<file path="src/rtl/pslv_pkg.sv">
/*
 * Shared constants and types of the power slave unit control logic.
 * Assumes a 125 MHz core clock; all counts are derived from it here.
 */
package pslv_pkg;

    localparam int CLK_NS = 8;

    // Most units on one bus pair, and widths that follow from it.
    localparam int UNITS_MAX = 4;
    localparam int ID_W = 2;
    localparam int CNT_W = 3;
    localparam int MEAS_W = 8;
    localparam int SWC_W = 10;
    localparam int ADC_W = 8;

    // Identification reading: mode flag and identifier field positions.
    localparam int ADC_MODE_BIT = 7;
    localparam int ADC_ID_LSB = 5;

    // Control line held low for this long means the unit is disabled.
    localparam int T_DIS_NS = 2000;
    localparam logic [MEAS_W-1:0] DIS_CYC =
        MEAS_W'((T_DIS_NS + CLK_NS - 1) / CLK_NS);

    // Settling time of the identification current before sampling.
    localparam int T_ID_SETTLE_NS = 20000;
    localparam logic [11:0] ID_SETTLE_CYC =
        12'((T_ID_SETTLE_NS + CLK_NS - 1) / CLK_NS);

    // Accepted timing-line periods: active band near 4 MHz, idle near 1 MHz.
    localparam int T_ACT_MIN_NS = 238;
    localparam int T_ACT_MAX_NS = 270;
    localparam int T_IDLE_MIN_NS = 900;
    localparam int T_IDLE_MAX_NS = 1100;
    localparam logic [MEAS_W-1:0] ACT_MIN_CYC =
        MEAS_W'((T_ACT_MIN_NS + CLK_NS - 1) / CLK_NS);
    localparam logic [MEAS_W-1:0] ACT_MAX_CYC = MEAS_W'(T_ACT_MAX_NS / CLK_NS);
    localparam logic [MEAS_W-1:0] IDLE_MIN_CYC =
        MEAS_W'((T_IDLE_MIN_NS + CLK_NS - 1) / CLK_NS);
    localparam logic [MEAS_W-1:0] IDLE_MAX_CYC =
        MEAS_W'(T_IDLE_MAX_NS / CLK_NS);

    // Duty-cycle window in percent.
    localparam logic [15:0] DUTY_SCALE = 16'h0064;
    localparam logic [15:0] DUTY_MIN_PCT = 16'h0011;
    localparam logic [15:0] DUTY_MAX_PCT = 16'h0053;

    // Control-line frame: start bit, operation, argument, reply slots.
    localparam int OP_W = 2;
    localparam int ARG_W = 3;
    localparam logic [OP_W-1:0] OP_QUERY = 2'h1;
    localparam logic [OP_W-1:0] OP_COUNT = 2'h2;
    localparam logic [OP_W-1:0] OP_SHED = 2'h3;

    typedef enum logic [2:0] {
        ST_OFF,
        ST_START,
        ST_IDLE,
        ST_OP,
        ST_ARG,
        ST_RESP
    } pslv_st_e;

endpackage

</file>
<file path="src/rtl/pslv_id_if.sv">
/*
 * Hand-shake between the phase control and the identifier decoder.
 * Assumes both ends run on the same core clock.
 */
`timescale 1ns/1ps
interface pslv_id_if;
    import pslv_pkg::*;
    logic start;
    logic done;
    logic integ;
    logic [ID_W-1:0] id;
    modport ctl (output start, input done, input integ, input id);
    modport dec (input start, output done, output integ, output id);
endinterface

</file>
<file path="src/rtl/pslv_pin_sync.sv">
/*
 * Three-stage synchroniser for one pin; the output only follows once the
 * second and third stages agree. Assumes an asynchronous pin input.
 */
`timescale 1ns/1ps
module pslv_pin_sync (
    input wire logic clk,
    input wire logic rst_b,
    input wire logic pin,
    output logic q_q
);
    logic s1_q;
    logic s2_q;
    logic s3_q;
    logic q_d;

    always_comb begin
        q_d = q_q;
        if (s2_q == s3_q) begin
            q_d = s2_q;
        end
    end

    always_ff @(posedge clk or negedge rst_b) begin
        if (!rst_b) begin
            s1_q <= 1'b0;
            s2_q <= 1'b0;
            s3_q <= 1'b0;
            q_q <= 1'b0;
        end else begin
            s1_q <= pin;
            s2_q <= s1_q;
            s3_q <= s2_q;
            q_q <= q_d;
        end
    end
endmodule

</file>
<file path="src/rtl/pslv_id_decode.sv">
/*
 * Identifier decoder: drives the current source into the identification
 * pin, waits for the voltage to settle and decodes the converted reading.
 * Assumes the converter code is synchronous to clk.
 */
`timescale 1ns/1ps
module pslv_id_decode (
    input wire logic clk,
    input wire logic rst_b,
    pslv_id_if.dec idp,
    input wire logic [pslv_pkg::ADC_W-1:0] adc_code,
    output logic src_en_q
);
    import pslv_pkg::*;

    logic [11:0] cnt_q, cnt_d;
    logic done_q, done_d;
    logic integ_q, integ_d;
    logic [ID_W-1:0] id_q, id_d;
    logic src_en_d;

    assign idp.done = done_q;
    assign idp.integ = integ_q;
    assign idp.id = id_q;

    always_comb begin
        cnt_d = cnt_q;
        done_d = done_q;
        integ_d = integ_q;
        id_d = id_q;
        src_en_d = 1'b0;
        if (!idp.start) begin
            cnt_d = 12'h000;
            done_d = 1'b0;
        end else if (!done_q) begin
            src_en_d = 1'b1;
            if (cnt_q == ID_SETTLE_CYC - 12'h001) begin
                src_en_d = 1'b0;
                done_d = 1'b1;
                integ_d = adc_code[ADC_MODE_BIT];
                // Integrated-controller mode forces one shared identifier.
                id_d = adc_code[ADC_MODE_BIT] ? '0 :
                    adc_code[ADC_ID_LSB +: ID_W];
            end else begin
                cnt_d = cnt_q + 12'h001;
            end
        end
    end

    always_ff @(posedge clk or negedge rst_b) begin
        if (!rst_b) begin
            cnt_q <= 12'h000;
            done_q <= 1'b0;
            integ_q <= 1'b0;
            id_q <= '0;
            src_en_q <= 1'b0;
        end else begin
            cnt_q <= cnt_d;
            done_q <= done_d;
            integ_q <= integ_d;
            id_q <= id_d;
            src_en_q <= src_en_d;
        end
    end
endmodule

</file>
<file path="src/rtl/pslv_phase_ctrl.sv">
/*
 * Control side of a current-source power slave on a two-wire bus: enable,
 * identification, query answer, count broadcast, phase placement, current
 * command and phase shedding. Assumes both bus lines are asynchronous pins
 * and that the open-drain wire is resolved outside from the enable.
 */
`timescale 1ns/1ps
module pslv_phase_ctrl #(
    parameter int MAX_UNITS = pslv_pkg::UNITS_MAX
) (
    input wire logic clk,
    input wire logic rst_b,
    input wire logic timing_duty_line,
    input wire logic ctrl_handshake_line_i,
    output logic ctrl_handshake_line_o,
    output logic ctrl_handshake_line_oe,
    input wire logic [pslv_pkg::ADC_W-1:0] id_adc_code,
    output logic id_src_en,
    output logic switch_node_hs,
    output logic switch_node_ls,
    output logic [pslv_pkg::MEAS_W-1:0] cur_cmd,
    output logic enabled,
    output logic configured
);
    import pslv_pkg::*;

    ////////////////////////////////////////////////////////////////////////
    // Pin synchronisers and identifier decoder.

    logic dif_f;
    logic dio_f;
    pslv_id_if idc ();

    pslv_pin_sync u_dif_sync (
        .clk(clk),
        .rst_b(rst_b),
        .pin(timing_duty_line),
        .q_q(dif_f)
    );

    pslv_pin_sync u_dio_sync (
        .clk(clk),
        .rst_b(rst_b),
        .pin(ctrl_handshake_line_i),
        .q_q(dio_f)
    );

    pslv_id_decode u_id (
        .clk(clk),
        .rst_b(rst_b),
        .idp(idc.dec),
        .adc_code(id_adc_code),
        .src_en_q(id_src_en)
    );

    ////////////////////////////////////////////////////////////////////////
    // Timing-line measurement and cycle qualification.

    logic dif_p_q, dif_p_d;
    logic [MEAS_W-1:0] per_cnt_q, per_cnt_d;
    logic [MEAS_W-1:0] hi_cnt_q, hi_cnt_d;
    logic [MEAS_W-1:0] hi_len_q, hi_len_d;
    logic [MEAS_W-1:0] per_q, per_d;
    logic [MEAS_W-1:0] cur_d;
    logic act_clk_q, act_clk_d;
    logic rise, fall, act_ok, idle_ok, duty_ok, vrise, vfall, arise;
    logic [15:0] hi_pct, per_min, per_max;

    always_comb begin
        rise = dif_f & ~dif_p_q;
        fall = ~dif_f & dif_p_q;
        dif_p_d = dif_f;
        act_ok = per_cnt_q >= ACT_MIN_CYC && per_cnt_q <= ACT_MAX_CYC;
        idle_ok = per_cnt_q >= IDLE_MIN_CYC && per_cnt_q <= IDLE_MAX_CYC;
        hi_pct = 16'(hi_len_q) * DUTY_SCALE;
        per_min = 16'(per_cnt_q) * DUTY_MIN_PCT;
        per_max = 16'(per_cnt_q) * DUTY_MAX_PCT;
        duty_ok = hi_pct >= per_min && hi_pct <= per_max;
        // A cycle with a bad period or duty cycle is simply skipped.
        vrise = rise && (act_ok || idle_ok) && duty_ok;
        arise = vrise && act_ok;
        vfall = fall && hi_cnt_q > 8'h01;
        per_cnt_d = rise ? 8'h01 :
            (per_cnt_q == 8'hff ? per_cnt_q : per_cnt_q + 8'h01);
        hi_cnt_d = hi_cnt_q;
        if (rise) begin
            hi_cnt_d = 8'h01;
        end else if (dif_f && hi_cnt_q != 8'hff) begin
            hi_cnt_d = hi_cnt_q + 8'h01;
        end
        hi_len_d = vfall ? hi_cnt_q : hi_len_q;
        per_d = arise ? per_cnt_q : per_q;
        cur_d = arise ? hi_len_q : cur_cmd;
        act_clk_d = act_clk_q;
        if (vrise) begin
            act_clk_d = act_ok;
        end else if (per_cnt_q == 8'hff) begin
            act_clk_d = 1'b0;
        end
    end

    always_ff @(posedge clk or negedge rst_b) begin
        if (!rst_b) begin
            dif_p_q <= 1'b0;
            per_cnt_q <= 8'hff;
            hi_cnt_q <= 8'h00;
            hi_len_q <= 8'h00;
            per_q <= 8'h00;
            cur_cmd <= 8'h00;
            act_clk_q <= 1'b0;
        end else begin
            dif_p_q <= dif_p_d;
            per_cnt_q <= per_cnt_d;
            hi_cnt_q <= hi_cnt_d;
            hi_len_q <= hi_len_d;
            per_q <= per_d;
            cur_cmd <= cur_d;
            act_clk_q <= act_clk_d;
        end
    end

    ////////////////////////////////////////////////////////////////////////
    // Master enable from the control-line level.

    logic [MEAS_W-1:0] dis_cnt_q, dis_cnt_d;
    logic en_d;

    always_comb begin
        dis_cnt_d = 8'h00;
        en_d = enabled;
        if (dio_f) begin
            en_d = 1'b1;
        end else if (dis_cnt_q == DIS_CYC - 8'h01) begin
            en_d = 1'b0;
            dis_cnt_d = dis_cnt_q;
        end else begin
            dis_cnt_d = dis_cnt_q + 8'h01;
        end
    end

    always_ff @(posedge clk or negedge rst_b) begin
        if (!rst_b) begin
            dis_cnt_q <= 8'h00;
            enabled <= 1'b0;
        end else begin
            dis_cnt_q <= dis_cnt_d;
            enabled <= en_d;
        end
    end

    ////////////////////////////////////////////////////////////////////////
    // Control-line frame engine, stepped by qualified timing rises.

    pslv_st_e st_q, st_d;
    logic [1:0] bit_q, bit_d;
    logic [OP_W-1:0] op_q, op_d;
    logic [ARG_W-1:0] arg_q, arg_d;
    logic [ID_W-1:0] slot_q, slot_d;
    logic [CNT_W-1:0] cnt_q, cnt_d;
    logic cfg_d, act_q, act_d, oe_d;
    logic [ARG_W-1:0] arg_n;

    assign idc.start = st_q != ST_OFF && en_d;

    always_comb begin
        st_d = st_q;
        bit_d = bit_q;
        op_d = op_q;
        arg_d = arg_q;
        slot_d = slot_q;
        cnt_d = cnt_q;
        cfg_d = configured;
        act_d = act_q;
        oe_d = ctrl_handshake_line_oe;
        arg_n = {arg_q[ARG_W-2:0], dio_f};
        unique case (st_q)
            ST_OFF: begin
                if (enabled) begin
                    st_d = ST_START;
                end
            end
            ST_START: begin
                if (idc.done) begin
                    st_d = ST_IDLE;
                end
            end
            ST_IDLE: begin
                if (vrise && !dio_f) begin
                    st_d = ST_OP;
                    bit_d = 2'h0;
                end
            end
            ST_OP: begin
                if (vrise) begin
                    op_d = {op_q[0], dio_f};
                    bit_d = bit_q + 2'h1;
                    if (bit_q == 2'h1) begin
                        bit_d = 2'h0;
                        slot_d = '0;
                        if ({op_q[0], dio_f} == OP_QUERY) begin
                            st_d = ST_RESP;
                        end else if ({op_q[0], dio_f} == 2'h0) begin
                            st_d = ST_IDLE;
                        end else begin
                            st_d = ST_ARG;
                        end
                    end
                end
            end
            ST_ARG: begin
                if (vrise) begin
                    arg_d = arg_n;
                    bit_d = bit_q + 2'h1;
                    if (bit_q == 2'h2) begin
                        st_d = ST_IDLE;
                        if (op_q == OP_COUNT && arg_n != '0 &&
                            int'(arg_n) <= MAX_UNITS) begin
                            cnt_d = arg_n;
                            cfg_d = 1'b1;
                        end else if (op_q == OP_SHED && !idc.integ) begin
                            // Keeping the lowest identifiers sheds the
                            // highest first; a full count wakes all at once.
                            act_d = 3'(idc.id) < arg_n;
                        end
                    end
                end
            end
            ST_RESP: begin
                if (vrise) begin
                    slot_d = slot_q + 2'h1;
                    if (slot_q == 2'h3) begin
                        st_d = ST_IDLE;
                    end
                end
            end
        endcase
        // Reply slots are driven from the falling edge so the host sees a
        // settled level at the next rise; equal identifiers merge on the wire.
        if (fall) begin
            oe_d = st_q == ST_RESP && slot_q == idc.id;
        end
        if (!en_d) begin
            st_d = ST_OFF;
            cfg_d = 1'b0;
            act_d = 1'b1;
            oe_d = 1'b0;
        end
    end

    always_ff @(posedge clk or negedge rst_b) begin
        if (!rst_b) begin
            st_q <= ST_OFF;
            bit_q <= 2'h0;
            op_q <= '0;
            arg_q <= '0;
            slot_q <= '0;
            cnt_q <= '0;
            configured <= 1'b0;
            act_q <= 1'b1;
            ctrl_handshake_line_oe <= 1'b0;
            ctrl_handshake_line_o <= 1'b0;
        end else begin
            st_q <= st_d;
            bit_q <= bit_d;
            op_q <= op_d;
            arg_q <= arg_d;
            slot_q <= slot_d;
            cnt_q <= cnt_d;
            configured <= cfg_d;
            act_q <= act_d;
            ctrl_handshake_line_oe <= oe_d;
            ctrl_handshake_line_o <= 1'b0;
        end
    end

    ////////////////////////////////////////////////////////////////////////
    // Switch-node timing: one period per two timing cycles, offset by phase.

    // Offset in sixteenths of a timing period: id * 32 / count. Thirds are
    // rounded, so three units are spaced within one clock of even.
    function automatic logic [5:0] phase_num(input logic [ID_W-1:0] id,
                                            input logic [CNT_W-1:0] n);
        logic [5:0] r;
        r = 6'h00;
        unique case (n)
            3'h2: r = {id[0], 4'h0, 1'b0} >> 1;
            3'h3: r = id == 2'h1 ? 6'h0b : (id == 2'h2 ? 6'h15 : 6'h00);
            3'h4: r = {id, 3'h0} + 6'h00;
            default: r = 6'h00;
        endcase
        return r;
    endfunction

    logic half_q, half_d;
    logic [SWC_W-1:0] sw_cnt_q, sw_cnt_d;
    logic [8:0] on_cnt_q, on_cnt_d;
    logic hs_d, ls_d, run;
    logic [5:0] num;
    logic [SWC_W-1:0] offs;

    always_comb begin
        run = en_d && configured && act_q && act_clk_q;
        num = idc.integ ? 6'h00 : phase_num(idc.id, cnt_q);
        offs = SWC_W'((16'(per_q) * 16'(num)) >> 4);
        half_d = arise ? ~half_q : half_q;
        sw_cnt_d = sw_cnt_q == '1 ? sw_cnt_q : sw_cnt_q + 10'h001;
        if (arise && half_q) begin
            sw_cnt_d = '0;
        end
        hs_d = switch_node_hs;
        on_cnt_d = on_cnt_q;
        if (!run) begin
            hs_d = 1'b0;
            on_cnt_d = 9'h000;
        end else if (switch_node_hs) begin
            if (on_cnt_q <= 9'h001) begin
                hs_d = 1'b0;
                on_cnt_d = 9'h000;
            end else begin
                on_cnt_d = on_cnt_q - 9'h001;
            end
        end else if (sw_cnt_q == offs && cur_cmd != 8'h00) begin
            hs_d = 1'b1;
            on_cnt_d = {cur_cmd, 1'b0};
        end
        // Low side follows as a plain complement; dead time is analog.
        ls_d = run && !hs_d;
    end

    always_ff @(posedge clk or negedge rst_b) begin
        if (!rst_b) begin
            half_q <= 1'b0;
            sw_cnt_q <= '1;
            on_cnt_q <= 9'h000;
            switch_node_hs <= 1'b0;
            switch_node_ls <= 1'b0;
        end else begin
            half_q <= half_d;
            sw_cnt_q <= sw_cnt_d;
            on_cnt_q <= on_cnt_d;
            switch_node_hs <= hs_d;
            switch_node_ls <= ls_d;
        end
    end
endmodule

</file>
<file path="config.mk">
export PLATFORM = sky130hd
export DESIGN_NAME = pslv_phase_ctrl
export DESIGN_NICKNAME = d
export VERILOG_FILES = /design/src/rtl/pslv_pkg.sv /design/src/rtl/pslv_id_if.sv /design/src/rtl/pslv_pin_sync.sv /design/src/rtl/pslv_id_decode.sv /design/src/rtl/pslv_phase_ctrl.sv
export SDC_FILE = /design/constraint.sdc
export NUM_CORES = 1
export LEC_CHECK = 0
export BUFFER_PORTS_ARGS = -buffer_cell sky130_fd_sc_hd__buf_2
export CORE_MARGIN = 5
export CORE_UTILIZATION = 60
export DETAILED_ROUTE_END_ITERATION = 16
export HOLD_SLACK_MARGIN = 0.1
export PLACE_DENSITY = 0.77
export SYNTH_ARGS = -nofsm -noshare
export SYNTH_HDL_FRONTEND = slang
export SYNTH_HIERARCHICAL = 1
export SYNTH_SLANG_ARGS = --single-unit
</file>
<file path="constraint.sdc">
create_clock -name clk -period 6 [get_ports clk]
set_input_delay 1.8 -clock clk [delete_from_list [all_inputs] [get_ports clk]]
set_output_delay 1.8 -clock clk [all_outputs]
set_load 0.01 [all_outputs]
</file>
## After elaboration in Yosys (flattened, before gate mapping)

Index checks and enable logic that the tools add are counted.

- Add/subtract/negate cells: 8
- Multipliers: 4
- Magnitude comparators: 10
- Eq/ne operators: 52
- Multiplexer cells: 69
- Bitwise operators: 6
- Reductions and logical operators: 43

Operators with widths:

| kind | number |
|---|---|
| $mux 8 | 6 |
| $mux 12 | 3 |
| $mux 3 | 12 |
| $mux 9 | 4 |
| $mux 1 | 27 |
| $mul 8x5->13 const B | 2 |
| $add 8x1->8 const B | 3 |
| $ne 3x3->1 const B | 8 |
| $ne 2x2->1 const B | 11 |
| $logic_and 1x1->1 | 20 |
| $mux 10 | 2 |
| $pmux 3 s6 | 1 |
| $eq 8x8->1 const B | 2 |
| $mux 2 | 8 |
| $reduce_and 4->1 | 4 |
| $ge 15x13->1 | 1 |
| $le 15x15->1 | 1 |
| $mul 8x7->15 const B | 1 |
| $pmux 5 s3 | 1 |
| $mul 8x6->14 | 1 |
| $add 12x1->12 const B | 1 |
| $eq 12x12->1 const B | 1 |
| $eq 3x2->1 const B | 4 |
| $ne 2x1->1 const B | 6 |
| 38 further kinds | 62 |

- Register bits after elaboration: 115
- Input port bits: 12
- Output and inout port bits: 15
- Logic and storage cells: 228

## Longest topological paths before layout

Gate-level depths: netlist of the first run.

- Depth in word-level cells: 13
- Gate-level depth with buffers: 23
- Mapped depth without buffers: 21

## Hierarchy

Netlist of the first run, hierarchy kept.

By module, submodules not included:

| module | times used | cells an instance | area an instance (um2) | seq. area each (um2) |
|---|---|---|---|---|
| pslv_phase_ctrl | 1 | 953 | 8645.8 | 2275.9 |
| pslv_id_decode | 1 | 80 | 859.6 | 425.4 |
| pslv_pin_sync | 2 | 5 | 111.4 | 100.1 |

## Worst setup path after synthesis of the first run

Ideal clock, no wire load.

- Path kind: reg2reg
- From: register u_id.id_q[0], in the netlist u_id/idp.id[0]
- To: register on_cnt_q[4]
- Setup time: 131 ps
- Data arrival time: 5275 ps
- Path slack: 594 ps
- Stages on the path, launching flop included: 22
- Path buffers: 2
- Cell sequence: dfrtp_1 -> inv_1 -> ha_1 -> or3b_4 -> nor2_1 -> and2_1 -> fa_1 -> inv_1 -> fa_1 -> fa_1 -> inv_1 -> ha_1 -> clkbuf_1 -> nand2_1 -> a2bb2oi_1 -> a211oi_1 -> a211oi_1 -> mux4_1 -> or4b_4 -> buf_4 -> nor2_1 -> or3_1

- Longest elaborated chain between the ends: 9

RTL lines:

| what | RTL line | RTL |
|---|---|---|
| start, declared | pslv_id_decode.sv:19 | `logic [ID_W-1:0] id_q, id_d;` |
| start signal, assigned | pslv_id_decode.sv:61 | `id_q <= id_d;` |
| $eq 2x2->1 | pslv_phase_ctrl.sv:287 | `3'h3: r = id == 2'h1 ? 6'h0b : (id == 2'h2 ? 6'h15 : 6'h00);` |
| $mux 5 (2 in series) | pslv_phase_ctrl.sv:287 |  |
| $pmux 5 s3 * | pslv_phase_ctrl.sv:285 | `unique case (n)` |
| $mux 6 * | pslv_phase_ctrl.sv:303 | `num = idc.integ ? 6'h00 : phase_num(idc.id, cnt_q);` |
| $mul 8x6->14 * | pslv_phase_ctrl.sv:304 | `offs = SWC_W'((16'(per_q) * 16'(num)) >> 4);` |
| $eq 10x10->1 * | pslv_phase_ctrl.sv:322 | `end else if (sw_cnt_q == offs && cur_cmd != 8'h00) begin` |
| $logic_and 1x1->1 * | pslv_phase_ctrl.sv:322 |  |
| $ne 3x2->1 (no line) * | - |  |
| end signal, assigned | pslv_phase_ctrl.sv:340 | `on_cnt_q <= on_cnt_d;` |
| end, declared | pslv_phase_ctrl.sv:296 | `logic [8:0] on_cnt_q, on_cnt_d;` |

Mark *: on every way between the ends. The rest lies on a longest branch, timed or not.
A chain may end at the register's enable or synchronous reset.

==> results.json, run 1 <==
{
  "outcome": "finished clean",
  "synth_most_common_cell": "ha_1",
  "place_congestion": 0.912,
  "numPortBuffers": 20,
  "period_share_pct": 95.2,
  "critPathKind": "register to register",
  "routedWlPerCell_um": 15.2,
  "grt_max_degree": 54,
  "synth_cell_types": 71,
  "utilization_pct": 67.9,
  "num_antenna_cells": 0,
  "slew_headroom_pct": 32.6,
  "syn_to_final_growth_pct": 10.9,
  "overflow": 0,
  "via_count": 7513,
  "post_cts_buffers": 0,
  "placed_cells": 1281,
  "max_stage_delay_ns": 0.60,
  "crit_start": "per_cnt_q[2]",
  "placementRows": 46,
  "finalHoldViolations": 0,
  "hold_start": "u_dio_sync/s1_q",
  "cpMostUsedCell": "ha_1",
  "die_w_um": 137,
  "ys_ff_latch": 115,
  "ys_seq_area_share_pct": 29.8,
  "ant_nets": 0,
  "post-synth-top-area-cell": "dfrtp_1",
  "num-nets-final": 1275,
  "drt_iter0_drc": 447,
  "grt_pass1_vias": 7352,
  "setup_violations": 0,
  "root_buffer": "clkbuf_16",
  "vdd.ir_drop.worst_mv": 0.216,
  "first_pass_iters": 5,
  "fin_skew_ns": 0.00709,
  "drc": 0,
  "ys_top_cells_by_count": "ha_1 (150), dfrtp_1 (96), inv_1 (93)",
  "p_per_area_nw_per_um2": 289,
  "maxCapViolCount": 0,
  "synthArstFlopShare_pct": 100,
  "netlist_instances": 1043,
  "wirelength_mm": 19.9,
  "use_met2_pct": 38.1,
  "synth_edf_count": 0,
  "hp-class": "register to register",
  "numCtsBuffers": 17,
  "clock_latency_ns": 0.42,
  "num_io_pins": 27,
  "cp-start-kind": "register",
  "filler_cell_count": 1246,
  "cp_num_buf_inv": 2,
  "final_area_um2": 10800,
  "slew_violations": 0,
  "die_y_um": 137,
  "antenna_found_initial": 0,
  "layoutNonFillerInstCount": 1313,
  "cts_max_path_buffers": 2,
  "period_needed_ns": 5.71,
  "arrival_ns": 6.01,
  "rsz0062_at_grt": "false",
  "crit_chain": "ha_1 > inv_1 > fa_1 > inv_1 > ha_1 > fa_1 > ha_1 > or2_2 > o22ai_1 > o21ai_0 > o211ai_1 > xor2_1 > ha_1 > nand4_1 > nor4_1 > o21ai_0 > nor2_1 > nand4b_1 > or4_4 > mux2_2",
  "yosysTopAreaCellShare_pct": 24.7,
  "core-area_um2": 15900,
  "setup_ws_ns": 0.288,
  "syn_nets": 1234,
  "cts-htree-levels": 4,
  "synth_area_um2": 9730,
  "ys.flop_type": "dfrtp_1",
  "synth.area.top_cells": "dfrtp_1 (25%), ha_1 (19%), fa_1 (6.0%)",
  "drive_gt1_share_pct": 12.8,
  "rrSetupSlack_ns": 0.29,
  "die_area_um2": 18900,
  "grt_pass1_wl_mm": 34.3,
  "cts_sinks": 115,
  "tightest_slew_ns": 1.01,
  "cts_tree": "done",
  "met1_usage_pct": 29.9,
  "grt.met3_usage_pct": 3.80,
  "start_util_pct": 61.2,
  "track_usage_pct": 22.7,
  "cp_top_family": "adder cells",
  "clk_pin_slew_ns": 0.06,
  "yosys_warnings": 6,
  "dpl.hpwl_mm": 15.0,
  "leakagePower_nw": 5.32,
  "postSynthAreaPerCell_um2": 9.33,
  "setup.worst_path.end_class": "register",
  "top_usage_layer": "met2",
  "crit_fanout": 6,
  "cp.required_ns": 6.30,
  "place_area_um2": 10200,
  "critPathSlowestCell": "dfstp_2",
  "vias_per_cell": 5.72,
  "post-place-ws_ns": 0.223,
  "fmax_mhz": 175,
  "fin_tns_setup_ns": 0,
  "worstReg2RegStart": "per_cnt_q[2]"
}
## power by group
group          total, mW  internal (mW)  switching, mW
Combinational       1.18          0.515          0.661
Sequential         0.937          0.842         0.0944
Clock               1.00          0.615          0.386
## logic make-up after synthesis
family | Yosys count | share of synthesized area [%]
adders and majority gates | 181 | 25.5
AOI/OAI and AO/OA | 158 | 10.1
muxes | 36 | 4.19
other | 1 | 0.0385
buffers and inverters | 111 | 4.37
and+or+nand+nor | 377 | 20.2
DFF | 115 | 29.8
xor gates and xnor gates | 64 | 5.76
## flip-flops by register name, summed over array words and instances, names as in the netlist, 2 cells and up
name	count
u_id/cnt_q	12
arg_q	2
cur_cmd	8
on_cnt_q	9
slot_q	2
op_q	2
per_q	8
u_id/idp.id	2
per_cnt_q	8
st_q	3
sw_cnt_q	10
cnt_q	3
bit_q	2
hi_len_q	8
hi_cnt_q	8
dis_cnt_q	8
## final timing paths
kind | cells after the start | to
max | 20 | cnt_q[2]
min reg2reg | 0 | u_dio_sync/s2_q
max reg2reg | 20 | cnt_q[2]
min | 0 | u_dio_sync/s2_q
min in group asynchronous | 1 | on_cnt_q[8]
max in group asynchronous | 2 | u_id/cnt_q[9]
## layer usage
metal / vias to the layer above / wire [um]
met5: - / 0
met4: 0 / 371
met3: 30 / 715
met2: 164 / 9630
met1: 3589 / 9190
li1: 3730 / -
## cell type report
cell class | instances | area, um^2 | share of cell area [%]
Multi-Input combinational cell | 817 | 6420 | 59.5
Tap cell | 216 | 270 | 2.50
Clock inverter | 14 | 155 | 1.44
Sequential cell | 115 | 2900 | 26.9
Clock buffer | 18 | 429 | 3.98
Timing Repair Buffer | 40 | 265 | 2.46
Inverter | 93 | 349 | 3.24
## metrics by stage
stage	power, mW	hold slack (ns)
global placement	2.08	0.335
global route	3.37	0.362
floorplan	1.81	0.331
detailed placement	2.12	0.341
CTS	3.14	0.350
finish	3.11	0.344
## repair_timing
action	CTS	global route
resized for setup	0	4
hold buffers	0	0
setup endpoints to repair	0	18
## placed cells by master (no fill, tap or decap), drive strengths merged, types with 9 or more instances in the layout
cell	synthesis	final
buf	4	40
nand4	18	18
nor4	13	13
nand2b	17	17
nor2	85	85
nand2	76	76
or3	14	14
dfrtp	96	96
inv	93	95
xnor2	32	32
o21ai	46	46
mux2i	10	10
mux2	25	25
fa	29	29
clkbuf	14	18
nor3	24	24
dfstp	19	19
and2	45	45
nand3	31	31
xor2	32	32
ha	150	150
and3	12	12
nor2b	17	17
a21oi	46	46
a21o	9	9
Power figures use the tool's default switching activity.
==> run 2, diff against run 1 <==
--- a/config.mk
+++ b/config.mk
@@ -6,11 +6,13 @@
 export NUM_CORES = 1
 export LEC_CHECK = 0
 export BUFFER_PORTS_ARGS = -buffer_cell sky130_fd_sc_hd__buf_2
+export CORE_ASPECT_RATIO = 0.6
 export CORE_MARGIN = 5
 export CORE_UTILIZATION = 60
 export DETAILED_ROUTE_END_ITERATION = 16
 export HOLD_SLACK_MARGIN = 0.1
 export PLACE_DENSITY = 0.77
+export SKIP_LAST_GASP = 1
 export SYNTH_ARGS = -nofsm -noshare
 export SYNTH_HDL_FRONTEND = slang
 export SYNTH_HIERARCHICAL = 1
==> run 2 against run 1 <==
Compared with the run above:
- count of clock-buffer cells in the layout up 2
- design area is 0.28% higher
- highest routed layer unchanged
- hold slack better by 0.0026 ns
- setup slack improved by 0.034 ns
- final cell count fell by 0.61%
- combinational power up 6%
- largest cell class unchanged
- utilization fell by 0.64 points
- sequential cell count unchanged
- power up 5.7%
- maximum frequency up 0.61%
- sequential power is 0.7% higher
- register-to-register slack better by 0.03 ns
- critical endpoint is now cnt_q[0]
==> results.json, run 2 (synthesis results as in run 1) <==
{
  "p_per_area_nw_per_um2": 304,
  "overflow": 0,
  "start_util_pct": 60.5,
  "hp-class": "register to register",
  "cts_max_path_buffers": 2,
  "finalHoldViolations": 0,
  "leakagePower_nw": 5.33,
  "num-nets-final": 1274,
  "place_congestion": 0.909,
  "ant_nets": 0,
  "numPortBuffers": 20,
  "drc": 0,
  "die_y_um": 109,
  "rsz0062_at_grt": "true",
  "wirelength_mm": 21.2,
  "top_register": "u_id/cnt_q",
  "post-place-ws_ns": 0.230,
  "dpl.hpwl_mm": 16.0,
  "regArea_um2": 2900,
  "outcome": "finished clean",
  "grt_pass1_wl_mm": 36.4,
  "largest_reg_flops": 12,
  "clock_latency_ns": 0.42,
  "drive_gt1_share_pct": 12.7,
  "die_area_um2": 18900,
  "layout_commonest_cell": "ha_1",
  "critPathKind": "register to register",
  "period_needed_ns": 5.68,
  "setup.worst_path.end_class": "register",
  "first_pass_iters": 5,
  "fmax_mhz": 176,
  "vias_per_cell": 5.78,
  "filler_cell_count": 1249,
  "vdd.ir_drop.worst_mv": 0.198,
  "grt_pass1_vias": 7367,
  "root_buffer": "clkbuf_16",
  "period_share_pct": 94.6,
  "multi_input_area_um2": 6420,
  "cp.required_ns": 6.29,
  "cp-start-kind": "register",
  "track_usage_pct": 23.6,
  "cts_tree": "done",
  "maxCapViolCount": 0,
  "cts_sinks": 115,
  "die_w_um": 174,
  "routedWlPerCell_um": 16.2,
  "slew_violations": 0,
  "grt_max_degree": 80,
  "clk_pin_slew_ns": 0.06,
  "setup_ws_ns": 0.323,
  "syn_to_final_growth_pct": 11.2,
  "antenna_found_initial": 0,
  "placementRows": 36,
  "setup_violations": 0,
  "fin_tns_setup_ns": 0,
  "num_io_pins": 27,
  "crit_fanout": 6,
  "arrival_ns": 5.97,
  "num_antenna_cells": 0,
  "drt_iter0_drc": 710,
  "slew_headroom_pct": 33.2,
  "tightest_slew_ns": 1.00,
  "reg.largest.list": "u_id/cnt_q x12, sw_cnt_q x10, on_cnt_q x9",
  "cts-htree-levels": 4,
  "via_count": 7537,
  "numCtsBuffers": 17,
  "core-area_um2": 16100,
  "final_cell_mix": "ha_1 (150), dfrtp_1 (96), inv_1 (93)",
  "fin_skew_ns": 0.00782
}
run 2: cell types whose count changed in the layout (fill, tap and decap cells not counted), moves of 2 or more:
cell / previous run / this run
bufinv_16: 2 / 4
clkbuf_8: 0 / 3
inv_6: 2 / 0
clkinvlp_4: 2 / 6
clkinv_4: 6 / 1
run 2: area by class of cell:
cell class,count,share of cell area [%]
multi-input cells,817,59.3
flip-flops and latches,115,26.8
repair buffers,39,2.27
inverters,93,3.23
well taps,209,2.42
clock buffers,20,4.31
clock inverters,12,1.65
run 2: per-layer routing:
layer	part of all wire [%]	vias to the layer above	track usage, %
met5	0	-	0
met4	0.49	0	5.08
met3	5.3	11	4.19
met2	42	199	35.0
met1	52	3609	36.1
li1	-	3718	-
run 2: report_power, final:
part / internal, mW / leakage (nW) / switching (mW) / total, mW
Sequential: 0.843 / 1.49 / 0.102 / 0.944
Clock: 0.727 / 0.297 / 0.373 / 1.10
Combinational: 0.528 / 3.54 / 0.720 / 1.25
Total: 2.10 / 5.33 / 1.19 / 3.29
run 2: what timing repair did:
item,4_1_cts,5_1_grt
endpoints found under the setup margin,0,12
resized for setup,0,3
hold buffers,0,0
buffers inserted,0,0
run 2: worst paths after layout:
check,end,cells past startpoint,slack [ns],start
setup / recovery,cnt_q[0],20,0.32,per_cnt_q[2]
setup reg to reg,cnt_q[0],20,0.32,per_cnt_q[2]
hold / removal,u_dif_sync/s2_q,0,0.35,u_dif_sync/s1_q
max in group asynchronous,per_cnt_q[7],2,3.35,rst_b
min in group asynchronous,switch_node_ls,1,1.54,rst_b
hold reg to reg,u_dif_sync/s2_q,0,0.35,u_dif_sync/s1_q
run 2: worst max-delay path: stages (launching register included):
cell      delay (ns)
dfstp_2         0.63
ha_1            0.17
inv_1           0.05
fa_1            0.47
inv_1           0.04
ha_1            0.30
fa_1            0.47
ha_1            0.25
or2_2           0.28
o22ai_1         0.16
o21ai_0         0.15
o211ai_1        0.23
xor2_1          0.11
ha_1            0.30
nand4_1         0.15
nor4_2          0.28
o21ai_0         0.22
nor2_1          0.18
nand4b_1        0.17
or4_1           0.63
mux2_2          0.32
run 2: per-stage QoR:
stage	util (%)	power [mW]	hold slack (ns)	area [um^2]	cells
6_report	67.3	3.29	0.347	10800	1305
5_1_grt	67.3	3.52	0.369	10800	1305
4_1_cts	67.2	3.29	0.350	10800	1305
3_5_place_dp	63.2	2.16	0.337	10200	1273
3_3_place_gp	63.2	2.10	0.332	10200	1273
2_1_floorplan	-	1.81	0.331	9730	1043
==> run 3, diff against run 2 <==
--- a/config.mk
+++ b/config.mk
@@ -6,12 +6,15 @@
 export NUM_CORES = 1
 export LEC_CHECK = 0
 export BUFFER_PORTS_ARGS = -buffer_cell sky130_fd_sc_hd__buf_2
+export CELL_PAD_IN_SITES_DETAIL_PLACEMENT = 1
+export CELL_PAD_IN_SITES_GLOBAL_PLACEMENT = 1
 export CORE_ASPECT_RATIO = 0.6
 export CORE_MARGIN = 5
-export CORE_UTILIZATION = 60
+export CORE_UTILIZATION = 50
 export DETAILED_ROUTE_END_ITERATION = 16
 export HOLD_SLACK_MARGIN = 0.1
-export PLACE_DENSITY = 0.77
+export PLACE_DENSITY_LB_ADDON = 0.1
+export RECOVER_POWER = 50
 export SKIP_LAST_GASP = 1
 export SYNTH_ARGS = -nofsm -noshare
 export SYNTH_HDL_FRONTEND = slang
==> run 3 against run 2 <==
Compared with the run above:
- the flow now finishes with violations (max-capacitance violations, max-slew violations)
- sequential power decreased by 0.6%
- combinational power about the same
- first-iteration DRC count decreased by 24%
- final cell count increased by 5.3%
- register-to-register slack got worse by 0.20 ns
- setup slack got worse by 0.20 ns
- clock skew increased by 0.0037 ns
- sequential cell count unchanged
- non-clock buffer count increased by 12
- count of clock-buffer cells in the layout unchanged
- via count increased by 2.8%
- design area increased by 1.0%
- critical path type unchanged
- critical endpoint is now on_cnt_q[4]
- highest routed layer unchanged
==> results.json, run 3 (synthesis results as in run 1) <==
{
  "rsz0062_at_grt": "true",
  "critPathSlowestCell": "or4b_4",
  "vias_per_cell": 5.64,
  "track_usage_pct": 23.4,
  "critPathKind": "register to register",
  "period_needed_ns": 5.88,
  "clock_latency_ns": 0.42,
  "wirelength_mm": 25.3,
  "grt_pass1_vias": 8114,
  "cts_sinks": 115,
  "start_util_pct": 51.0,
  "filler_cell_count": 2221,
  "final_area_um2": 10900,
  "clk_pin_slew_ns": 0.06,
  "cts_hold_buffers": 0,
  "ant_nets": 0,
  "failed_checks": "max-capacitance violations, max-slew violations",
  "routedWlPerCell_um": 18.4,
  "drive_gt1_share_pct": 12.9,
  "slew_headroom_pct": -96.1,
  "cp-start-kind": "register",
  "slew_violations": 56,
  "dpl.hpwl_mm": 19.0,
  "fin_skew_ns": 0.0115,
  "cp_top_family": "simple AND/OR/NAND/NOR gates",
  "cp.required_ns": 6.28,
  "numCtsBuffers": 17,
  "fmax_mhz": 170,
  "setup_ws_ns": 0.122,
  "root_buffer": "clkbuf_16",
  "utilization_pct": 57.3,
  "cp_num_buf_inv": 5,
  "grt_pass1_wl_mm": 42.9,
  "crit_fanout": 10,
  "cts_tree": "done",
  "die_area_um2": 22400,
  "numPortBuffers": 20,
  "leakagePower_nw": 5.37,
  "drt_iter0_drc": 542,
  "reg.largest.list": "u_id/cnt_q x12, sw_cnt_q x10, on_cnt_q x9",
  "largest_reg_flops": 12,
  "via_count": 7749,
  "finalHoldViolations": 0,
  "place_area_um2": 10300,
  "tightest_slew_ns": 2.94,
  "num_io_pins": 27,
  "post-place-ws_ns": 0.174,
  "die_w_um": 190,
  "crit_chain": "inv_1 > ha_1 > or3b_4 > nor2_1 > buf_4 > and2_1 > fa_1 > ha_1 > inv_1 > fa_1 > inv_1 > fa_1 > buf_4 > xor2_1 > xnor2_1 > o31ai_1 > nor4_1 > o2111ai_1 > or4b_4 > and3_1 > or3_1",
  "overflow": 0,
  "layout_commonest_cell": "ha_1",
  "arrival_ns": 6.16,
  "core-area_um2": 19100,
  "max_stage_delay_ns": 0.61,
  "cts-htree-levels": 4,
  "hp-class": "register to register",
  "setup_violations": 0,
  "period_share_pct": 98.0,
  "num_antenna_cells": 0,
  "cts_max_path_buffers": 2,
  "final_cell_mix": "ha_1 (150), dfrtp_1 (96), inv_1 (93)",
  "grt_max_degree": 56,
  "outcome": "finished with violations",
  "syn_to_final_growth_pct": 12.3,
  "p_per_area_nw_per_um2": 297,
  "vdd.ir_drop.worst_mv": 0.220,
  "top_register": "u_id/cnt_q",
  "die_y_um": 118,
  "num-nets-final": 1286,
  "antenna_found_initial": 0,
  "drc": 0,
  "place_congestion": 0.818,
  "first_pass_iters": 5,
  "setup.worst_path.end_class": "register",
  "maxCapViolCount": 1,
  "placementRows": 39
}
==> run 3: cell type report <==
cell class                 instances  area [um^2]  share of cell area, %
tap                              266          333                   3.05
clock buffer                      20          447                   4.09
sequential                       115         2900                   26.5
inverter                          93          349                   3.19
multi-input combinational        817         6420                   58.7
clock inverter                    12          156                   1.43
timing repair buffer              51          324                   2.97
==> run 3: repair_timing <==
action                                  CTS  global route
endpoints found under the setup margin    0            10
buffers inserted                          0             0
resized for setup                         0             4
==> run 3: metrics by stage <==
stage               hold WS, ns  TNS, ns  total power, mW  std cells
finish                    0.354        0             3.24       1374
global route              0.374   -0.520             3.50       1374
CTS                       0.361        0             3.26       1374
detailed placement        0.337        0             2.18       1342
global placement          0.336        0             2.13       1342
floorplan                 0.331        0             1.81       1043
==> run 3: worst paths after layout <==
check,slack (ns),start,cells past startpoint,endpoint
hold / removal,0.35,u_dif_sync/s1_q,0,u_dif_sync/s2_q
min in group asynchronous,2.34,rst_b,1,cur_cmd[7]
setup reg to reg,0.12,u_id/idp.id[0],21,on_cnt_q[4]
hold reg to reg,0.35,u_dif_sync/s1_q,0,u_dif_sync/s2_q
setup / recovery,0.12,u_id/idp.id[0],21,on_cnt_q[4]
max in group asynchronous,1.33,rst_b,2,u_dio_sync/q_q
==> run 3: report_power, final <==
part | switching, mW | internal, mW
registers | 0.0965 | 0.842
clock network | 0.391 | 0.665
logic | 0.729 | 0.522
total | 1.22 | 2.03
==> run 3: routing by layer <==
metal	vias up	track usage, %	share of wire, %
met2	102	35.0	42
met4	0	4.20	0.88
met1	3880	36.4	54
met5	-	0	0
met3	23	3.29	2.9
li1	3744	-	-
